### config.mk
export PLATFORM = sky130hd
export DESIGN_NAME = imb_interrupt_mask_bank
export DESIGN_NICKNAME = d
export VERILOG_FILES = /design/src/hdl/imb_pkg.sv /design/src/hdl/imb_interrupt_mask_bank.sv /design/src/hdl/imb_event_group.sv
export SDC_FILE = /design/constraint.sdc
export NUM_CORES = 1
export LEC_CHECK = 0
export CAP_MARGIN = 20
export CORE_ASPECT_RATIO = 2
export CORE_MARGIN = 1
export CORE_UTILIZATION = 24
export CTS_CLUSTER_SIZE = 24
export DETAILED_ROUTE_END_ITERATION = 16
export DONT_BUFFER_PORTS = 1
export SLEW_MARGIN = 20
export SYNTH_ARGS = -nofsm -noshare
export SYNTH_HDL_FRONTEND = slang
export SYNTH_SLANG_ARGS = --single-unit
### constraint.sdc
create_clock -name mclk_i -period 2.7 [get_ports mclk_i]
set_clock_uncertainty 0.2 [all_clocks]
set_input_delay 0.135 -clock mclk_i [delete_from_list [all_inputs] [get_ports mclk_i]]
set_output_delay 0.135 -clock mclk_i [all_outputs]
set_load 0.01 [all_outputs]
### src/hdl/imb_pkg.sv
// Package of constants and types for the interrupt mask bank
// Functional notes
// - Mask one blocks event, zero passes it
// - All implemented mask bits reset to one, unimplemented bits to zero
// - Charger, sink, nvm, power-state masks at 401a
// - Regulator undervoltage masks bits 9..0 at 401b
// - Converter current and undervoltage masks at 401c
// - Pin event masks bits 11..0 at 401d
// - Write tally reloads random on time write
// - Status bit cleared by writing one
// - Output gate holds request inactive
package imb_pkg;

  // ----------------------------------------
  // Register offsets
  // ----------------------------------------
  localparam logic [15:0] ADDR_STATUS_CHG = 16'h4011;
  localparam logic [15:0] ADDR_STATUS_LDO = 16'h4012;
  localparam logic [15:0] ADDR_STATUS_CNV = 16'h4013;
  localparam logic [15:0] ADDR_STATUS_GPIO = 16'h4014;
  localparam logic [15:0] ADDR_IRQ_CONFIG = 16'h4017;
  localparam logic [15:0] ADDR_MASK_CHG = 16'h401a;
  localparam logic [15:0] ADDR_MASK_LDO = 16'h401b;
  localparam logic [15:0] ADDR_MASK_CNV = 16'h401c;
  localparam logic [15:0] ADDR_MASK_GPIO = 16'h401d;
  localparam logic [15:0] ADDR_WRITE_TALLY = 16'h4020;
  localparam logic [15:0] ADDR_TIME_HI = 16'h4021;
  localparam logic [15:0] ADDR_TIME_LO = 16'h4022;

  // ----------------------------------------
  // Implemented bits per group
  // ----------------------------------------
  localparam int NUM_GROUPS = 4;
  localparam logic [15:0] VALID_CHG = 16'hfff7;
  localparam logic [15:0] VALID_LDO = 16'h03ff;
  localparam logic [15:0] VALID_CNV = 16'h030f;
  localparam logic [15:0] VALID_GPIO = 16'h0fff;

  // ----------------------------------------
  // Field positions
  // ----------------------------------------
  localparam int BIT_REQUEST_OUTPUT_GATE = 0;
  localparam int BIT_MASK_BATTERY_HOT = 15;
  localparam int BIT_MASK_ON_WAKE_EVENT = 0;

  // ----------------------------------------
  // Reset values and shifter taps
  // ----------------------------------------
  localparam logic [15:0] TALLY_RESET = 16'h0000;
  localparam logic [15:0] LFSR_SEED = 16'hace1;
  localparam logic [15:0] LFSR_TAPS = 16'hb400;
  localparam logic [15:0] STATUS_RESET = 16'h0000;
  localparam logic IRQ_GATE_RESET = 1'b0;

  typedef struct packed {
    logic [15:0] addr;
    logic [15:0] wdata;
    logic wr;
    logic rd;
  } imb_bus_type;

endpackage : imb_pkg

### src/hdl/imb_interrupt_mask_bank.sv
// Top of the interrupt mask bank with register port and request output
`timescale 1ns/1ns
module imb_interrupt_mask_bank (
  input wire logic mclk_i,
  input wire logic reset_n_i,
  input wire logic [15:0] addr_i,
  input wire logic [15:0] wdata_i,
  input wire logic wr_i,
  input wire logic rd_i,
  input wire logic [15:0] charger_event_i,
  input wire logic [15:0] ldo_event_i,
  input wire logic [15:0] converter_event_i,
  input wire logic [15:0] gpio_event_i,
  output logic [15:0] rdata_o,
  output logic irq_o
);

  // ----------------------------------------
  // Bus capture
  // ----------------------------------------
  imb_pkg::imb_bus_type bus;
  assign bus = '{addr: addr_i, wdata: wdata_i, wr: wr_i, rd: rd_i};

  localparam int NUM = imb_pkg::NUM_GROUPS;
  localparam logic [15:0] GRP_VALID [NUM] = '{imb_pkg::VALID_CHG, imb_pkg::VALID_LDO,
    imb_pkg::VALID_CNV, imb_pkg::VALID_GPIO};
  localparam logic [15:0] STATUS_ADDR [NUM] = '{imb_pkg::ADDR_STATUS_CHG, imb_pkg::ADDR_STATUS_LDO,
    imb_pkg::ADDR_STATUS_CNV, imb_pkg::ADDR_STATUS_GPIO};
  localparam logic [15:0] MASK_ADDR [NUM] = '{imb_pkg::ADDR_MASK_CHG, imb_pkg::ADDR_MASK_LDO,
    imb_pkg::ADDR_MASK_CNV, imb_pkg::ADDR_MASK_GPIO};

  logic [15:0] group_event [NUM];
  logic [15:0] group_status [NUM];
  logic [15:0] group_mask [NUM];
  logic [NUM-1:0] group_pending;

  assign group_event[0] = charger_event_i;
  assign group_event[1] = ldo_event_i;
  assign group_event[2] = converter_event_i;
  assign group_event[3] = gpio_event_i;

  // ----------------------------------------
  // Event groups
  // ----------------------------------------
  genvar g;
  generate
    for (g = 0; g < NUM; g++) begin : gen_group
      imb_event_group #(
        .VALID(GRP_VALID[g])
      ) u_group (
        .mclk_i(mclk_i),
        .reset_n_i(reset_n_i),
        .event_i(group_event[g]),
        .status_clear_i(bus.wr && bus.addr == STATUS_ADDR[g]),
        .mask_write_i(bus.wr && bus.addr == MASK_ADDR[g]),
        .wdata_i(bus.wdata),
        .status_o(group_status[g]),
        .mask_o(group_mask[g]),
        .pending_o(group_pending[g])
      );
    end
  endgenerate

  // ----------------------------------------
  // Output gate and request
  // ----------------------------------------
  logic gate_reg;
  logic gate_next;
  logic irq_reg;
  logic irq_next;
  logic gate_write;

  assign gate_write = bus.wr && bus.addr == imb_pkg::ADDR_IRQ_CONFIG;

  always_comb begin
    gate_next = gate_reg;
    if (gate_write) begin
      gate_next = bus.wdata[imb_pkg::BIT_REQUEST_OUTPUT_GATE];
    end
    // Next gate value used so a gate write acts with no extra cycle
    irq_next = (|group_pending) && !gate_next;
  end

  always_ff @(posedge mclk_i or negedge reset_n_i) begin
    if (!reset_n_i) begin
      gate_reg <= imb_pkg::IRQ_GATE_RESET;
      irq_reg <= 1'b0;
    end else begin
      gate_reg <= gate_next;
      irq_reg <= irq_next;
    end
  end

  // ----------------------------------------
  // Write tally
  // ----------------------------------------
  logic [15:0] tally_reg;
  logic [15:0] tally_next;
  logic [15:0] lfsr_reg;
  logic [15:0] lfsr_next;
  logic time_write;

  assign time_write = bus.wr && (bus.addr == imb_pkg::ADDR_TIME_HI || bus.addr == imb_pkg::ADDR_TIME_LO);

  always_comb begin
    tally_next = tally_reg;
    // Free-running shifter; never reaches zero from a non-zero seed
    lfsr_next = lfsr_reg[0] ? ((lfsr_reg >> 1) ^ imb_pkg::LFSR_TAPS) : (lfsr_reg >> 1);
    if (time_write) begin
      tally_next = lfsr_reg;
    end
  end

  always_ff @(posedge mclk_i or negedge reset_n_i) begin
    if (!reset_n_i) begin
      tally_reg <= imb_pkg::TALLY_RESET;
      lfsr_reg <= imb_pkg::LFSR_SEED;
    end else begin
      tally_reg <= tally_next;
      lfsr_reg <= lfsr_next;
    end
  end

  // ----------------------------------------
  // Read data
  // ----------------------------------------
  logic [15:0] rdata_reg;
  logic [15:0] rdata_next;

  always_comb begin
    // Read data stands in the cycle after each read cycle, zero otherwise
    rdata_next = 16'h0000;
    if (bus.rd) begin
      case (bus.addr)
        imb_pkg::ADDR_STATUS_CHG: rdata_next = group_status[0];
        imb_pkg::ADDR_STATUS_LDO: rdata_next = group_status[1];
        imb_pkg::ADDR_STATUS_CNV: rdata_next = group_status[2];
        imb_pkg::ADDR_STATUS_GPIO: rdata_next = group_status[3];
        imb_pkg::ADDR_MASK_CHG: rdata_next = group_mask[0];
        imb_pkg::ADDR_MASK_LDO: rdata_next = group_mask[1];
        imb_pkg::ADDR_MASK_CNV: rdata_next = group_mask[2];
        imb_pkg::ADDR_MASK_GPIO: rdata_next = group_mask[3];
        imb_pkg::ADDR_IRQ_CONFIG: rdata_next = {15'h0000, gate_reg};
        imb_pkg::ADDR_WRITE_TALLY: rdata_next = tally_reg;
        default: rdata_next = 16'h0000;
      endcase
    end
  end

  always_ff @(posedge mclk_i or negedge reset_n_i) begin
    if (!reset_n_i) begin
      rdata_reg <= 16'h0000;
    end else begin
      rdata_reg <= rdata_next;
    end
  end

  assign rdata_o = rdata_reg;
  assign irq_o = irq_reg;
endmodule : imb_interrupt_mask_bank

### src/hdl/imb_event_group.sv
// One group of latched events with its mask register
`timescale 1ns/1ns
module imb_event_group #(
  parameter logic [15:0] VALID = 16'hffff
) (
  input wire logic mclk_i,
  input wire logic reset_n_i,
  input wire logic [15:0] event_i,
  input wire logic status_clear_i,
  input wire logic mask_write_i,
  input wire logic [15:0] wdata_i,
  output logic [15:0] status_o,
  output logic [15:0] mask_o,
  output logic pending_o
);

  logic [15:0] status_reg;
  logic [15:0] status_next;
  logic [15:0] mask_reg;
  logic [15:0] mask_next;

  always_comb begin
    status_next = status_reg;
    mask_next = mask_reg;
    if (status_clear_i) begin
      status_next = status_next & ~wdata_i;
    end
    status_next = (status_next | event_i) & VALID;
    if (mask_write_i) begin
      mask_next = wdata_i & VALID;
    end
  end

  always_ff @(posedge mclk_i or negedge reset_n_i) begin
    if (!reset_n_i) begin
      status_reg <= imb_pkg::STATUS_RESET;
      mask_reg <= VALID;
    end else begin
      status_reg <= status_next;
      mask_reg <= mask_next;
    end
  end

  assign status_o = status_reg;
  assign mask_o = mask_reg;
  assign pending_o = |(status_reg & ~mask_reg);
endmodule : imb_event_group

==> flow_summary_export.csv <==
group,metric,value,unit
floorplan,die-height,231,um
timing,finalSetupTns,0,ns
power_and_ir_drop,power_density,523,mW/mm^2
floorplan,die_x,116,um
setup_path,cp-end-kind,"flop",
floorplan,die_area,0.0269,mm^2
synthesis,synth_area,0.00628,mm^2
floorplan,ios,117,
timing,tightestPinTransition,0.501,ns
setup_path,startpoint_type,"input pin",
global_routing,grt_pass1_vias,5300,
synthesis,synth_nets,621,
clock_tree,clock-sinks,136,
drt,drtAntennaViolNets,0,
clock_tree,cts.path.max_buffers,2,
outcome,failed_checks,"hold timing",
synthesis,yosysWarnings,0,
drt,drt_iter0_markers,333,
setup_path,crit_family,"simple AND/OR/NAND/NOR gates",
timing,hold_viol,136,
timing,setup_ws,0.0794,ns
synthesis,synth_async_sr_flop_share,100,%
cells_and_area,insertedDiodeCount,0,
setup_path,critPathBufInv,3,
place,gp_congestion,0.876,
setup_path,r2r_start,"gen_group[3].u_group.mask_o[9]$_DFFE_PN1P_",
drt,num_vias,4913,
timing,final_max_slew_viol_count,0,
setup_path,required,2.81,ns
floorplan,num_rows,83,
timing,finalCritPeriodShare,97.1,%
cells_and_area,fillers,2549,
synthesis,syn_area_per_cell,12.1,um^2
synthesis,synth-edff-count,0,
cells_and_area,fin_area,0.00852,mm^2
setup_path,rrSetupSlack,0.45,ns
outcome,outcome,"finished with violations",
clock_tree,cts_made_buffers,17,
synthesis,netlist_top_cells_area,"dfrtp_1 (34%), dfstp_2 (21%), mux2_2 (7.2%)",
timing,clock.fmax,0.382,GHz
setup_path,arrival,2.73,ns
setup_path,crit_fanout,6,
clock_tree,cts_setup_buffers,0,
clock_tree,root_buffer,"clkbuf_16",
synthesis,yosysSeqAreaShare,55.2,%
synthesis,yosys-top-cells-count,"dfrtp_1 (85), nand2_1 (59), dfstp_2 (51)",
synthesis,yosysMostFrequentCell,"dfrtp_1",
synthesis,synth.lib_cells_used.distinct,59,
synthesis,ys_ff_latch,136,
cells_and_area,drive_gt1_share,26.5,%
setup_path,cp_slowest_cell,"or4b_1",
setup_path,critPathMostFrequentCell,"buf_4",
global_routing,antenna_found_initial,0,
power_and_ir_drop,vdd_drop_max,0.294,mV
clock_tree,ctsResizeCount,0,
drt,drt-total-wl,22500,um
synthesis,synth_top_cell_by_area,"dfrtp_1",
setup_path,path_cells,"or4b_1 -> buf_4 -> nor4_1 -> and2_1 -> buf_4 -> nand2_1 -> a21o_1 -> dlygate4sd3_1",
clock_tree,cts_tree,"done",
timing,hold-worst-slack,-0.800,ns
floorplan,core_area,0.0257,mm^2
cells_and_area,area_delta_synth_final,35.6,%
place,dpl_cell_area,0.00683,mm^2
global_routing,grt_pass1_wl,33400,um
cells_and_area,final_nets,752,
setup_path,cpPeakStageDelay,0.72,ns
timing,layout_min_cycle_time,2.62,ns
clock_tree,clkTransAtPathRegs,0.06,ns
floorplan,initial_core_util,24.5,%
global_routing,gr-total-overflow,0,
clock_tree,cts_hold_buf,111,
setup_path,rr_worst_depth,5,
drt,via_per_inst,4.89,
drt,drc_errors,0,
place,dp_hpwl,15800,um
setup_path,rr_endpoint,"irq_o$_DFF_PN0_",
synthesis,synth_top_flop_cell,"dfrtp_1",
drt,detail_route.wl_per_cell,22.3,um
drt,firstDrtPassIters,5,
synthesis,yosys.area.top_type_share,33.9,%
place,dpl_worst_slack,0.186,ns
setup_path,path_class,"in2reg",
hold_path,hold_path.class,"in2async",
global_routing,grtUsageTotal,17.7,%
timing,relSlewSlack,66.5,%
run,drv_cap,0,
global_routing,grt_max_degree,137,
timing,setup_viol,0,
place,portBuffers,0,
clock_tree,worstSkewPairLatency,0.43,ns
synthesis,synthCells,521,
clock_tree,h-tree-depth,4,
power_and_ir_drop,power.leakage,0.00336,uW
timing,rsz0062_at_grt,"no",
## worst max-delay path by stage
stage               slack, ns       start  depth (start not counted)                                          end
global placement         0.19  addr_i[13]                          7   gen_group[1].u_group.status_o[8]$_DFF_PN0_
finish                   0.08  addr_i[13]                          8   gen_group[1].u_group.status_o[8]$_DFF_PN0_
CTS                      0.08  addr_i[13]                          8   gen_group[1].u_group.status_o[8]$_DFF_PN0_
detailed placement       0.19  addr_i[13]                          5  gen_group[0].u_group.mask_o[10]$_DFFE_PN1P_
global route             0.04  addr_i[13]                          8   gen_group[1].u_group.status_o[8]$_DFF_PN0_
floorplan                0.28   addr_i[9]                          6                    tally_reg[10]$_DFFE_PN0P_
## worst reg2reg max path, delay by kind of cell (launching register included)
| kind | cells | cell delay (ns) |
|---|---|---|
| compound gates | 3 | 0.90 |
| flops | 1 | 0.54 |
| simple gates | 2 | 0.47 |
## report_power, final
part	leakage (uW)	switching [uW]	internal, uW	total (uW)
sequential	0.00148	0.226	2040	2040
clock	0.000276	888	1380	2270
combinational	0.00160	56.2	86.3	143
total	0.00336	944	3510	4450
## through the flow
stage | utilization [%] | std cells | power [uW]
2_1_floorplan | - | 521 | 2130
3_3_place_gp | 26.6 | 862 | 2120
3_5_place_dp | 26.6 | 862 | 2120
4_1_cts | 33.2 | 1005 | 4500
5_1_grt | 33.2 | 1005 | 4580
6_report | 33.2 | 1005 | 4450
## cell families after synthesis
kind of cell | count (synthesis) | share of synthesized area [%]
XOR/XNOR | 4 | 0.558
AO/OA/AOI/OAI | 129 | 15.1
multiplexers | 62 | 11.7
flip-flops | 136 | 55.2
buffers and inverters | 61 | 4.44
AND/OR/NAND/NOR | 129 | 13.0
## layout make-up
cell class / instances / area, um^2 / share of cell area [%]
sequential: 136 / 3470 / 40.7
multi-input combinational: 324 / 2540 / 29.8
timing repair buffer: 139 / 1380 / 16.2
clock buffer: 20 / 447 / 5.24
tap: 340 / 425 / 4.99
clock inverter: 12 / 129 / 1.51
inverter: 34 / 128 / 1.50
## routing by layer
layer  GRT usage, %  part of all wire [%]  wire length (um)
met1           16.2                    31              7060
met2           32.9                    56             12600
met3           3.89                   5.0              1120
met4           13.0                   7.6              1710
met5              0                     0                 0
## placed cells by master (no fill, tap or decap), types with 3 or more instances in the layout
cell / n
a21o_1: 43
a21oi_1: 8
a221oi_1: 5
a222oi_1: 6
a22o_1: 3
a22oi_1: 22
a31oi_1: 10
and2_1: 3
buf_12: 5
buf_4: 23
clkbuf_16: 17
clkinv_2: 4
clkinvlp_4: 3
dfrtp_1: 85
dfstp_2: 51
dlygate4sd3_1: 111
inv_1: 34
mux2_1: 10
mux2_2: 40
mux2_4: 10
nand2_1: 59
nand2b_1: 9
nand3_1: 4
nand3b_1: 4
nor2_1: 4
nor2b_1: 3
nor3_1: 5
nor4_1: 4
nor4_4: 6
o2111ai_1: 3
o21ai_0: 4
o22ai_1: 13
or4b_2: 4
xor2_1: 4
(Power assumes the default switching activity.)
